==> config.mk <==
export PLATFORM = sky130hd
export DESIGN_NAME = monitor_interrupt_mask_bank
export DESIGN_NICKNAME = d
export VERILOG_FILES = /design/src/monitor_irq_pkg.sv /design/src/mask_gate_if.sv /design/src/irq_gate.sv /design/src/temp_offset_adder.sv /design/src/monitor_interrupt_mask_bank.sv
export VERILOG_INCLUDE_DIRS = /design/src
export SDC_FILE = /design/constraint.sdc
export NUM_CORES = 1
export LEC_CHECK = 0
export ABC_AREA = 1
export BUFFER_PORTS_ARGS = -buffer_cell sky130_fd_sc_hd__buf_4
export CAP_MARGIN = 10
export CORE_MARGIN = 4
export CORE_UTILIZATION = 40
export CTS_CLUSTER_SIZE = 30
export DETAILED_ROUTE_END_ITERATION = 8
export REMOVE_ABC_BUFFERS = 1
export SYNTH_ARGS = -nofsm -noshare
export SYNTH_HDL_FRONTEND = slang
export SYNTH_SLANG_ARGS = --single-unit
==> constraint.sdc <==
create_clock -name sys_clk -period 3.4 [get_ports sys_clk]
set_input_delay 0.68 -clock sys_clk [delete_from_list [all_inputs] [get_ports sys_clk]]
set_output_delay 0.68 -clock sys_clk [all_outputs]
set_load 0.01 [all_outputs]
==> src/monitor_irq_cfg.svh <==
// Offsets, bit positions, reset values and timing counts of the mask bank
`ifndef MONITOR_IRQ_CFG_SVH
`define MONITOR_IRQ_CFG_SVH

// Register offsets
`define ANALOG_MASK_OFS 8'h19
`define TACH_MASK_OFS 8'h1a
`define MISC_MASK_OFS 8'h1b
`define GP_LOW_MASK_OFS 8'h1c
`define GP_HIGH_MASK_OFS 8'h1d
`define TEMP_OFFSET_OFS 8'h1e
`define TEMP_READING_OFS 8'h1f

// Reset value shared by every register of the bank
`define BANK_RESET_VAL 8'h00

// Field positions inside the misc source mask
`define MISC_DIE_TEMP_BIT 0
`define MISC_BATTERY_BIT 1
`define MISC_ANALOG_8_BIT 2
`define MISC_THERMAL_BIT 3
`define MISC_AUTO_FAN_BIT 4
`define MISC_UNUSED_BIT 5
`define MISC_CHASSIS_BIT 6
`define MISC_GP_PIN_16_BIT 7

// Bits of the misc mask that hold storage
`define MISC_WRITABLE 8'hdf

// Cycles from a raw sample strobe to the updated reading
`define TEMP_UPDATE_CYCLES 2

// Cycles from a flag or mask change to the interrupt output
`define IRQ_LATENCY_CYCLES 1

`endif

==> src/monitor_irq_pkg.sv <==
// Types shared by the interrupt mask bank modules
package monitor_irq_pkg;

  typedef struct packed {
    logic [7:0] analog;
    logic [7:0] tach;
    logic [7:0] misc;
    logic [7:0] gp_low;
    logic [7:0] gp_high;
  } mask_set_t;

  typedef struct packed {
    logic [7:0] analog;
    logic [7:0] tach;
    logic die_temp;
    logic battery;
    logic analog_8;
    logic thermal;
    logic auto_fan;
    logic chassis;
    logic [16:0] gp_pin;
  } event_set_t;

  typedef enum logic [1:0] {
    CAP_IDLE = 2'b01,
    CAP_APPLY = 2'b10
  } cap_state_t;

endpackage

==> src/mask_gate_if.sv <==
// Carrier between the register bank and the interrupt gate
interface mask_gate_if;
  monitor_irq_pkg::mask_set_t masks;
  monitor_irq_pkg::event_set_t events;
  logic irq_any;
  logic [38:0] unmasked;

  modport bank (
    output masks,
    output events,
    input irq_any,
    input unmasked
  );

  modport gate (
    input masks,
    input events,
    output irq_any,
    output unmasked
  );
endinterface

==> src/irq_gate.sv <==
// Combines source flags with their mask bits into one interrupt request
`include "monitor_irq_cfg.svh"

module irq_gate (
  // Masks and flags in, request out
  mask_gate_if.gate gi
);

  logic [7:0] misc_flags;

  assign misc_flags = {gi.events.gp_pin[16],
                       gi.events.chassis,
                       1'b0,
                       gi.events.auto_fan,
                       gi.events.thermal,
                       gi.events.analog_8,
                       gi.events.battery,
                       gi.events.die_temp};

  // Flags pass untouched; only the request is gated
  genvar i;
  generate
    for (i = 0; i < 8; i = i + 1) begin : g_gate
      assign gi.unmasked[i] = gi.events.analog[i] & ~gi.masks.analog[i];
      assign gi.unmasked[8 + i] = gi.events.tach[i] & ~gi.masks.tach[i];
      assign gi.unmasked[16 + i] = gi.events.gp_pin[i] &
                                   ~gi.masks.gp_low[i];
      assign gi.unmasked[24 + i] = gi.events.gp_pin[8 + i] &
                                   ~gi.masks.gp_high[i];
    end
    // misc sources, bit 5 skipped
    for (i = 0; i < 7; i = i + 1) begin : g_misc
      localparam int MB = (i < `MISC_UNUSED_BIT) ? i : i + 1;
      assign gi.unmasked[32 + i] = misc_flags[MB] & ~gi.masks.misc[MB];
    end
  endgenerate

  assign gi.irq_any = |gi.unmasked;

endmodule

==> src/temp_offset_adder.sv <==
// Signed addition of the calibration offset with saturation
module temp_offset_adder #(
  parameter int WIDTH = 8
) (
  // Operands
  input wire logic [WIDTH-1:0] raw,
  input wire logic [WIDTH-1:0] offset,
  // Result
  output logic [WIDTH-1:0] sum
);

  logic [WIDTH:0] wide;
  logic ovf;

  // Sign-extend both so the carry shows overflow
  assign wide = {raw[WIDTH-1], raw} + {offset[WIDTH-1], offset};
  assign ovf = wide[WIDTH] ^ wide[WIDTH-1];

  // Clamp instead of wrapping, so a hot die never reads cold
  always_comb begin
    if (!ovf) begin
      sum = wide[WIDTH-1:0];
    end else if (wide[WIDTH]) begin
      sum = {1'b1, {(WIDTH-1){1'b0}}};
    end else begin
      sum = {1'b0, {(WIDTH-1){1'b1}}};
    end
  end

endmodule

==> src/monitor_interrupt_mask_bank.sv <==
// Interrupt mask registers and internal temperature offset of a monitor
//
// What this block does
// Offset 0x19 masks analog inputs 0 to 7, bit n for input n, 1 masks.
// Offset 0x1a masks tachometer channels 0 to 7, bit n for channel n.
// Offset 0x1b bits 0, 1, 2 mask die temp, battery and analog input 8.
// Offset 0x1b bit 3 set suppresses thermal-limit interrupts.
// Offset 0x1b bit 4 set suppresses automatic fan control interrupts.
// Offset 0x1b bit 5 is unused and always reads back 0.
// Offset 0x1b bit 6 set suppresses chassis intrusion interrupts.
// Offset 0x1b bit 7 set suppresses general-purpose pin 16 interrupts.
// Offset 0x1c masks general-purpose pins 0 to 7, bit n for pin n.
// Offset 0x1d masks general-purpose pins 8 to 15, bit n for pin n+8.
// Offset 0x1e is a signed offset added to each die temperature result.
// Offset 0x1f is read-only and shows the latest corrected reading.
// Power-on reset clears all mask, offset and reading registers.
// Interrupt rises only for a flagged source whose mask bit is 0.
`include "monitor_irq_cfg.svh"

module monitor_interrupt_mask_bank #(
  parameter int TEMP_WIDTH = 8
) (
  // Clock and reset
  input wire logic sys_clk,
  input wire logic rst,
  // Register port from the serial interface engine
  input wire logic [7:0] reg_addr,
  input wire logic reg_wr_en,
  input wire logic [7:0] reg_wdata,
  input wire logic reg_rd_en,
  output logic [7:0] reg_rdata,
  output logic reg_rd_valid,
  output logic reg_addr_hit,
  // Source status flags, held by the status logic
  input wire logic [7:0] analog_input_flag,
  input wire logic [7:0] tach_flag,
  input wire logic die_temp_flag,
  input wire logic battery_flag,
  input wire logic analog_input_8_flag,
  input wire logic thermal_limit_event,
  input wire logic auto_fan_ctrl,
  input wire logic chassis_intrusion,
  input wire logic [16:0] gp_pin_flag,
  // Die temperature from the converter
  input wire logic [TEMP_WIDTH-1:0] raw_temp,
  input wire logic raw_temp_valid,
  output logic [TEMP_WIDTH-1:0] corrected_temp,
  output logic corrected_temp_valid,
  // Interrupt request
  output logic irq_out
);

  mask_gate_if gi ();

  logic [7:0] analog_input_irq_mask_reg;
  logic [7:0] tach_irq_mask_reg;
  logic [7:0] misc_source_irq_mask_reg;
  logic [7:0] gp_pin_low_irq_mask_reg;
  logic [7:0] gp_pin_high_irq_mask_reg;
  logic [TEMP_WIDTH-1:0] die_temp_offset_reg;
  logic [TEMP_WIDTH-1:0] die_temp_reading_reg;
  logic [TEMP_WIDTH-1:0] raw_hold_reg;
  logic [TEMP_WIDTH-1:0] temp_sum;
  logic [7:0] rdata_next;
  logic irq_reg;
  logic rd_valid_reg;
  logic [7:0] rdata_reg;
  logic hit_reg;
  logic temp_valid_reg;
  monitor_irq_pkg::cap_state_t cap_state_reg;
  monitor_irq_pkg::cap_state_t cap_state_next;

  // Decoding: wr_sel for the write path, bank_hit for the read hit flag
  function automatic logic wr_sel(input logic [7:0] a, input logic [7:0] o);
    wr_sel = (a == o);
  endfunction

  function automatic logic bank_hit(input logic [7:0] a);
    bank_hit = (a >= `ANALOG_MASK_OFS) && (a <= `TEMP_READING_OFS);
  endfunction

  // analog input mask store
  // cleared at reset
  always_ff @(posedge sys_clk or posedge rst) begin
    if (rst) begin
      analog_input_irq_mask_reg <= `BANK_RESET_VAL;
    end else if (reg_wr_en && wr_sel(reg_addr, `ANALOG_MASK_OFS)) begin
      analog_input_irq_mask_reg <= reg_wdata;
    end
  end
  // tachometer mask store
  always_ff @(posedge sys_clk or posedge rst) begin
    if (rst) begin
      tach_irq_mask_reg <= `BANK_RESET_VAL;
    end else if (reg_wr_en && wr_sel(reg_addr, `TACH_MASK_OFS)) begin
      tach_irq_mask_reg <= reg_wdata;
    end
  end
  // misc store, bit 5 never kept
  always_ff @(posedge sys_clk or posedge rst) begin
    if (rst) begin
      misc_source_irq_mask_reg <= `BANK_RESET_VAL;
    end else if (reg_wr_en && wr_sel(reg_addr, `MISC_MASK_OFS)) begin
      misc_source_irq_mask_reg <= reg_wdata & `MISC_WRITABLE;
    end
  end
  // low pin mask store
  always_ff @(posedge sys_clk or posedge rst) begin
    if (rst) begin
      gp_pin_low_irq_mask_reg <= `BANK_RESET_VAL;
    end else if (reg_wr_en && wr_sel(reg_addr, `GP_LOW_MASK_OFS)) begin
      gp_pin_low_irq_mask_reg <= reg_wdata;
    end
  end
  // high pin mask store
  always_ff @(posedge sys_clk or posedge rst) begin
    if (rst) begin
      gp_pin_high_irq_mask_reg <= `BANK_RESET_VAL;
    end else if (reg_wr_en && wr_sel(reg_addr, `GP_HIGH_MASK_OFS)) begin
      gp_pin_high_irq_mask_reg <= reg_wdata;
    end
  end
  // calibration offset store
  always_ff @(posedge sys_clk or posedge rst) begin
    if (rst) begin
      die_temp_offset_reg <= `BANK_RESET_VAL;
    end else if (reg_wr_en && wr_sel(reg_addr, `TEMP_OFFSET_OFS)) begin
      die_temp_offset_reg <= reg_wdata[TEMP_WIDTH-1:0];
    end
  end
  // Sample is held so a converter glitch after the strobe is harmless
  always_comb begin
    cap_state_next = cap_state_reg;
    case (cap_state_reg)
      monitor_irq_pkg::CAP_IDLE: begin
        if (raw_temp_valid) begin
          cap_state_next = monitor_irq_pkg::CAP_APPLY;
        end
      end
      monitor_irq_pkg::CAP_APPLY: begin
        cap_state_next = monitor_irq_pkg::CAP_IDLE;
      end
      default: begin
        cap_state_next = monitor_irq_pkg::CAP_IDLE;
      end
    endcase
  end
  always_ff @(posedge sys_clk or posedge rst) begin
    if (rst) begin
      cap_state_reg <= monitor_irq_pkg::CAP_IDLE;
    end else begin
      cap_state_reg <= cap_state_next;
    end
  end
  // A strobe during apply is dropped; the converter rate is far lower
  always_ff @(posedge sys_clk or posedge rst) begin
    if (rst) begin
      raw_hold_reg <= '0;
    end else if (raw_temp_valid &&
                 cap_state_reg == monitor_irq_pkg::CAP_IDLE) begin
      raw_hold_reg <= raw_temp;
    end
  end
  temp_offset_adder #(
    .WIDTH(TEMP_WIDTH)
  ) u_adder (
    .raw(raw_hold_reg),
    .offset(die_temp_offset_reg),
    .sum(temp_sum)
  );
  // reading updated only by the converter path
  // offset applied before the reading is stored
  always_ff @(posedge sys_clk or posedge rst) begin
    if (rst) begin
      die_temp_reading_reg <= `BANK_RESET_VAL;
      temp_valid_reg <= 1'b0;
    end else begin
      temp_valid_reg <= (cap_state_reg == monitor_irq_pkg::CAP_APPLY);
      if (cap_state_reg == monitor_irq_pkg::CAP_APPLY) begin
        die_temp_reading_reg <= temp_sum;
      end
    end
  end

  assign corrected_temp = die_temp_reading_reg;
  assign corrected_temp_valid = temp_valid_reg;

  // Read mux; reserved bit comes back as zero by construction
  always_comb begin
    rdata_next = `BANK_RESET_VAL;
    case (reg_addr)
      `ANALOG_MASK_OFS: rdata_next = analog_input_irq_mask_reg;
      `TACH_MASK_OFS: rdata_next = tach_irq_mask_reg;
      `MISC_MASK_OFS: rdata_next = misc_source_irq_mask_reg;
      `GP_LOW_MASK_OFS: rdata_next = gp_pin_low_irq_mask_reg;
      `GP_HIGH_MASK_OFS: rdata_next = gp_pin_high_irq_mask_reg;
      `TEMP_OFFSET_OFS: rdata_next = 8'(die_temp_offset_reg);
      `TEMP_READING_OFS: rdata_next = 8'(die_temp_reading_reg);
      default: rdata_next = `BANK_RESET_VAL;
    endcase
  end

  always_ff @(posedge sys_clk or posedge rst) begin
    if (rst) begin
      rdata_reg <= `BANK_RESET_VAL;
      rd_valid_reg <= 1'b0;
      hit_reg <= 1'b0;
    end else begin
      rd_valid_reg <= reg_rd_en;
      if (reg_rd_en) begin
        rdata_reg <= rdata_next;
        hit_reg <= bank_hit(reg_addr);
      end
    end
  end

  assign reg_rdata = rdata_reg;
  assign reg_rd_valid = rd_valid_reg;
  assign reg_addr_hit = hit_reg;

  // Masks and flags to the gate
  assign gi.masks.analog = analog_input_irq_mask_reg;
  assign gi.masks.tach = tach_irq_mask_reg;
  assign gi.masks.misc = misc_source_irq_mask_reg;
  assign gi.masks.gp_low = gp_pin_low_irq_mask_reg;
  assign gi.masks.gp_high = gp_pin_high_irq_mask_reg;
  assign gi.events.analog = analog_input_flag;
  assign gi.events.tach = tach_flag;
  assign gi.events.die_temp = die_temp_flag;
  assign gi.events.battery = battery_flag;
  assign gi.events.analog_8 = analog_input_8_flag;
  assign gi.events.thermal = thermal_limit_event;
  assign gi.events.auto_fan = auto_fan_ctrl;
  assign gi.events.chassis = chassis_intrusion;
  assign gi.events.gp_pin = gp_pin_flag;

  irq_gate u_gate (
    .gi(gi.gate)
  );

  // registered request from unmasked flags
  always_ff @(posedge sys_clk or posedge rst) begin
    if (rst) begin
      irq_reg <= 1'b0;
    end else begin
      irq_reg <= gi.irq_any;
    end
  end
  assign irq_out = irq_reg;
  property p_analog_mask;
    @(posedge sys_clk) disable iff (rst)
    (analog_input_irq_mask_reg[0] && tach_flag == 8'h00 &&
     analog_input_flag == 8'h01 && !die_temp_flag && !battery_flag &&
     !analog_input_8_flag && !thermal_limit_event && !auto_fan_ctrl &&
     !chassis_intrusion && gp_pin_flag == 17'h00000) |=> !irq_out;
  endproperty
  a_analog_mask: assert property (p_analog_mask)
    else $error("Masked analog input raised the interrupt");
  property p_tach_unmasked;
    @(posedge sys_clk) disable iff (rst)
    (|(tach_flag & ~tach_irq_mask_reg)) |=> irq_out;
  endproperty
  a_tach_unmasked: assert property (p_tach_unmasked)
    else $error("Unmasked tach flag did not raise the interrupt");
  property p_die_temp_unmasked;
    @(posedge sys_clk) disable iff (rst)
    (die_temp_flag && !misc_source_irq_mask_reg[`MISC_DIE_TEMP_BIT])
      |=> irq_out;
  endproperty
  a_die_temp_unmasked: assert property (p_die_temp_unmasked)
    else $error("Unmasked die temperature flag lost");
  property p_thermal_unmasked;
    @(posedge sys_clk) disable iff (rst)
    (thermal_limit_event && !misc_source_irq_mask_reg[`MISC_THERMAL_BIT])
      |=> irq_out;
  endproperty
  a_thermal_unmasked: assert property (p_thermal_unmasked)
    else $error("Unmasked thermal event lost");
  property p_fan_unmasked;
    @(posedge sys_clk) disable iff (rst)
    (auto_fan_ctrl && !misc_source_irq_mask_reg[`MISC_AUTO_FAN_BIT])
      |=> irq_out;
  endproperty
  a_fan_unmasked: assert property (p_fan_unmasked)
    else $error("Unmasked fan control event lost");
  property p_unused_zero;
    @(posedge sys_clk) disable iff (rst)
    (reg_rd_en && reg_addr == `MISC_MASK_OFS)
      |=> reg_rd_valid && !reg_rdata[`MISC_UNUSED_BIT];
  endproperty
  a_unused_zero: assert property (p_unused_zero)
    else $error("Unused mask bit read back as one");
  property p_chassis_unmasked;
    @(posedge sys_clk) disable iff (rst)
    (chassis_intrusion && !misc_source_irq_mask_reg[`MISC_CHASSIS_BIT])
      |=> irq_out;
  endproperty
  a_chassis_unmasked: assert property (p_chassis_unmasked)
    else $error("Unmasked intrusion event lost");
  property p_pin16_unmasked;
    @(posedge sys_clk) disable iff (rst)
    (gp_pin_flag[16] && !misc_source_irq_mask_reg[`MISC_GP_PIN_16_BIT])
      |=> irq_out;
  endproperty
  a_pin16_unmasked: assert property (p_pin16_unmasked)
    else $error("Unmasked pin 16 event lost");
  property p_gp_pins_unmasked;
    @(posedge sys_clk) disable iff (rst)
    (|(gp_pin_flag[15:0] &
       ~{gp_pin_high_irq_mask_reg, gp_pin_low_irq_mask_reg})) |=> irq_out;
  endproperty
  a_gp_pins_unmasked: assert property (p_gp_pins_unmasked)
    else $error("Unmasked pin flag did not raise the interrupt");
  property p_offset_applied;
    @(posedge sys_clk) disable iff (rst)
    (raw_temp_valid && cap_state_reg == monitor_irq_pkg::CAP_IDLE &&
     !(reg_wr_en && reg_addr == `TEMP_OFFSET_OFS) && raw_temp == 8'h20 &&
     die_temp_offset_reg == 8'hfe)
      |=> ##1 corrected_temp == 8'h1e && corrected_temp_valid;
  endproperty
  a_offset_applied: assert property (p_offset_applied)
    else $error("Offset not applied to the die reading");
  property p_reading_readonly;
    @(posedge sys_clk) disable iff (rst)
    (cap_state_reg != monitor_irq_pkg::CAP_APPLY)
      |=> $stable(die_temp_reading_reg);
  endproperty
  a_reading_readonly: assert property (p_reading_readonly)
    else $error("Die reading changed without a conversion");
  property p_reset_clear;
    @(posedge sys_clk)
    $fell(rst) |-> (analog_input_irq_mask_reg == 8'h00 &&
      tach_irq_mask_reg == 8'h00 && misc_source_irq_mask_reg == 8'h00 &&
      gp_pin_low_irq_mask_reg == 8'h00 &&
      gp_pin_high_irq_mask_reg == 8'h00 &&
      die_temp_offset_reg == 8'h00 && die_temp_reading_reg == 8'h00);
  endproperty
  a_reset_clear: assert property (p_reset_clear)
    else $error("Bank not clear after reset");
  property p_irq_cause;
    @(posedge sys_clk) disable iff (rst)
    irq_out |-> $past(|({gp_pin_flag, tach_flag, analog_input_flag} &
      ~{misc_source_irq_mask_reg[7], gp_pin_high_irq_mask_reg,
      gp_pin_low_irq_mask_reg, tach_irq_mask_reg, analog_input_irq_mask_reg})
      || |({chassis_intrusion, auto_fan_ctrl, thermal_limit_event,
      analog_input_8_flag, battery_flag, die_temp_flag} &
      ~{misc_source_irq_mask_reg[6], misc_source_irq_mask_reg[4:0]}));
  endproperty
  a_irq_cause: assert property (p_irq_cause)
    else $error("Interrupt without an unmasked flag");
  property p_c_masked_flag;
    @(posedge sys_clk) disable iff (rst)
    (|tach_flag) && !irq_out;
  endproperty
  c_masked_flag: cover property (p_c_masked_flag);
  property p_c_temp_update;
    @(posedge sys_clk) disable iff (rst)
    corrected_temp_valid && die_temp_offset_reg != 8'h00;
  endproperty
  c_temp_update: cover property (p_c_temp_update);
  property p_c_irq_rise;
    @(posedge sys_clk) disable iff (rst)
    $rose(irq_out);
  endproperty
  c_irq_rise: cover property (p_c_irq_rise);
endmodule

==> results_dict.tcl <==
set metrics [dict create \
    netSwitchingFraction 0.306 \
    postCtsSetupRepairBufs 0 \
    firstDrtPassIters 5 \
    p_sw_uw 689 \
    io_pins 88 \
    cts_buffer_depth 2 \
    cp.required_ns 3.62 \
    grtUsageMet3 0.0221 \
    status "complete, no violations" \
    relSlewSlack 0.540 \
    place_hpwl_um 8870 \
    gp_congestion 0.904 \
    powerDensity_nw_per_um2 438 \
    critPathKind "reg2reg" \
    path_clk_slew_ns 0.08 \
    combPwrFrac 0.202 \
    holdWs_ns 0.432 \
    antennaDiodeCount 0 \
    fillers 988 \
    max_clock_freq_ghz 0.467 \
    cts_made_buffers 9 \
    grt.total_usage 0.193 \
    setup_viol 0 \
    cellLeakagePower_nw 2.78 \
    clock_latency_ns 0.35 \
    use_met2 0.299 \
    arrival_ns 2.36 \
    ys_warn_count 0 \
    synth_top_area_frac 0.457 \
    hold_class "in2async" \
    irDropWorstVdd_uv 194 \
    grt_pass1_wl_um 17900 \
    period_needed_ns 2.14 \
    fin_setup_tns_ns 0 \
    hold_violations 0 \
    p_int_mw 1.56 \
    die_x_um 110 \
    vias 3681 \
    grt-ovfl-total 0 \
    seq_area_frac_synth 0.463 \
    timing.final.max_slew_violations 0 \
    rows 36 \
    synth_seq_cells 77 \
    die_area_sq_um 12100 \
    clockPowerShare 0.313 \
    wl_per_cell_um 14.3 \
    cts.sinks 77 \
    ant_nets 0 \
    antenna_found_initial 0 \
    initial_core_util 0.418 \
    p_seq_frac 0.485 \
    grt_max_degree 34 \
    vias_per_cell 4.73 \
    avgSynthCellArea_sq_um 7.61 \
    clock-root-buffer "clkbuf_8" \
    syn-cell-area_sq_um 4160 \
    wirelength_um 11100 \
    core_sq_um 9950 \
    numPortBuffers 87 \
    synthesis.instances 547 \
    drive_above_1_share 0.211 \
    first_global_vias 3568 \
    synth_area_leaders "dfrtp_1 46%, nand2_1 19%, inv_1 6.8%" \
    endpoint_kind "flop" \
    grt_use_met1 0.280 \
    grt_busiest_layer "met2" \
    h-tree-depth 3 \
    fin_skew_ns 0.00503 \
    worstPathMaxFanout 7 \
    cp-start-kind "flop" \
    fp.dieH_um 110 \
    synth_cell_types 32 \
    rsz0062_at_grt "no" \
    yosys.area.top_type "dfrtp_1" \
    nets 718 \
    ctsResizeCount 0 \
    first_iter_violations 288 \
    maxCapViolCount 0 \
    drc_errors 0 \
    hold_buffers 0 \
    total_power_mw 2.25 \
    fin_crit_sh 0.630 \
    cts_tree "done" \
    tightestPinTransition_ns 0.689 \
    area_growth_pct 23.5 \
]
==> worst max-delay path, cell delays in order (launching register included) <==
cell and delay, ns:
dfrtp_1 0.39, ha_1 0.18, inv_1 0.05, fa_1 0.39, nand3b_1 0.17, nand2_1 0.13, nand2_1 0.10, nand3_1 0.08
nand2_1 0.08, a21oi_2 0.32, a21oi_1 0.12
==> Yosys cell counts, drive strengths merged <==
cell and n:
a22o 2, inv 79, dfrtp 76, nor3 4, clkinv 3, a21oi 12
o21ai 56, xnor2 1, xor2 4, fa 1, nand3 10, ha 8
buf 6, o2111ai 2, nand4 2, nor2 46, dfstp 1, nand2 218
a221oi 4, o22ai 10, clkbuf 1, nand3b 1
==> kinds of logic after synthesis <==
kind of cell / synth area share
adder cells (fa/ha/maj): 0.0289
XOR/XNOR: 0.0105
AND/OR/NAND/NOR: 0.285
buffers and inverters: 0.0896
AO/OA/AOI/OAI: 0.123
flip-flops: 0.463
==> power by group through the flow <==
stage	combinational (mW)	clock (mW)	sequential, mW
after global placement	0.452	0	1.11
after global routing	0.510	0.754	1.10
after floorplan	0.231	0	1.11
final	0.455	0.705	1.09
after detailed placement	0.460	0	1.11
after CTS	0.462	0.717	1.09
==> final timing paths <==
check                                       startpoint  slack [ns]                                  endpoint  cells past startpoint
min in group sys_clk          reg_rdata[4]$_DFFE_PP0P_        0.49                  reg_rdata[4]$_DFFE_PP0P_                      2
setup / recovery           raw_hold_reg[0]$_DFFE_PP0P_        1.26             corrected_temp[5]$_DFFE_PP0P_                     10
max in group asynchronous                          rst        2.19              cap_state_reg[0]$_DFFE_PP1P_                      3
hold / removal                                     rst        0.43  analog_input_irq_mask_reg[6]$_DFFE_PP0P_                      2
hold reg to reg               reg_rdata[4]$_DFFE_PP0P_        0.49                  reg_rdata[4]$_DFFE_PP0P_                      2
setup reg to reg           raw_hold_reg[0]$_DFFE_PP0P_        1.26             corrected_temp[5]$_DFFE_PP0P_                     10
==> cells in the final DEF (no fill, tap or decap) <==
cell and n:
a21oi_1 10, a21oi_2 2, a221oi_1 4, a22o_1 2
buf_4 90, bufinv_16 1, clkbuf_1 1, clkbuf_8 9
clkinv_1 3, clkinv_4 2, clkinvlp_4 2, dfrtp_1 76
dfstp_2 1, fa_1 1, ha_1 8, inv_1 74
inv_2 5, inv_6 1, nand2_1 207, nand2_2 7
nand2_4 4, nand3_1 9, nand3_4 1, nand3b_1 1
nand4_1 2, nor2_1 44, nor2_8 2, nor3_1 3
nor3_4 1, o2111ai_1 2, o21ai_0 25, o21ai_1 23
o21ai_2 8, o22ai_1 10, xnor2_1 1, xor2_1 4
==> metrics by stage <==
step,setup WS (ns),cells,cell area (sq um),util
detailed placement,1.29,763,4940,0.496
global placement,1.32,763,4940,0.496
finish,1.26,779,5140,0.516
CTS,1.28,779,5140,0.516
floorplan,0.755,540,4100,-
global route,1.08,779,5140,0.516
==> layout make-up <==
class                           count  area, sq um  area share
Multi-Input combinational cell    381         1860       0.362
Inverter                           82          308      0.0599
Tap cell                          133          166      0.0324
Timing Repair Buffer               90          676       0.132
Clock inverter                      6         71.3      0.0139
Sequential cell                    77         1930       0.375
Clock buffer                       10          128      0.0248
==> layer usage <==
metal,routed length (um),vias to the layer above
met2,4980,97
met3,496,12
met4,151,0
li1,-,1897
met5,0,-
met1,5490,1675
(Power assumes the default switching activity.)
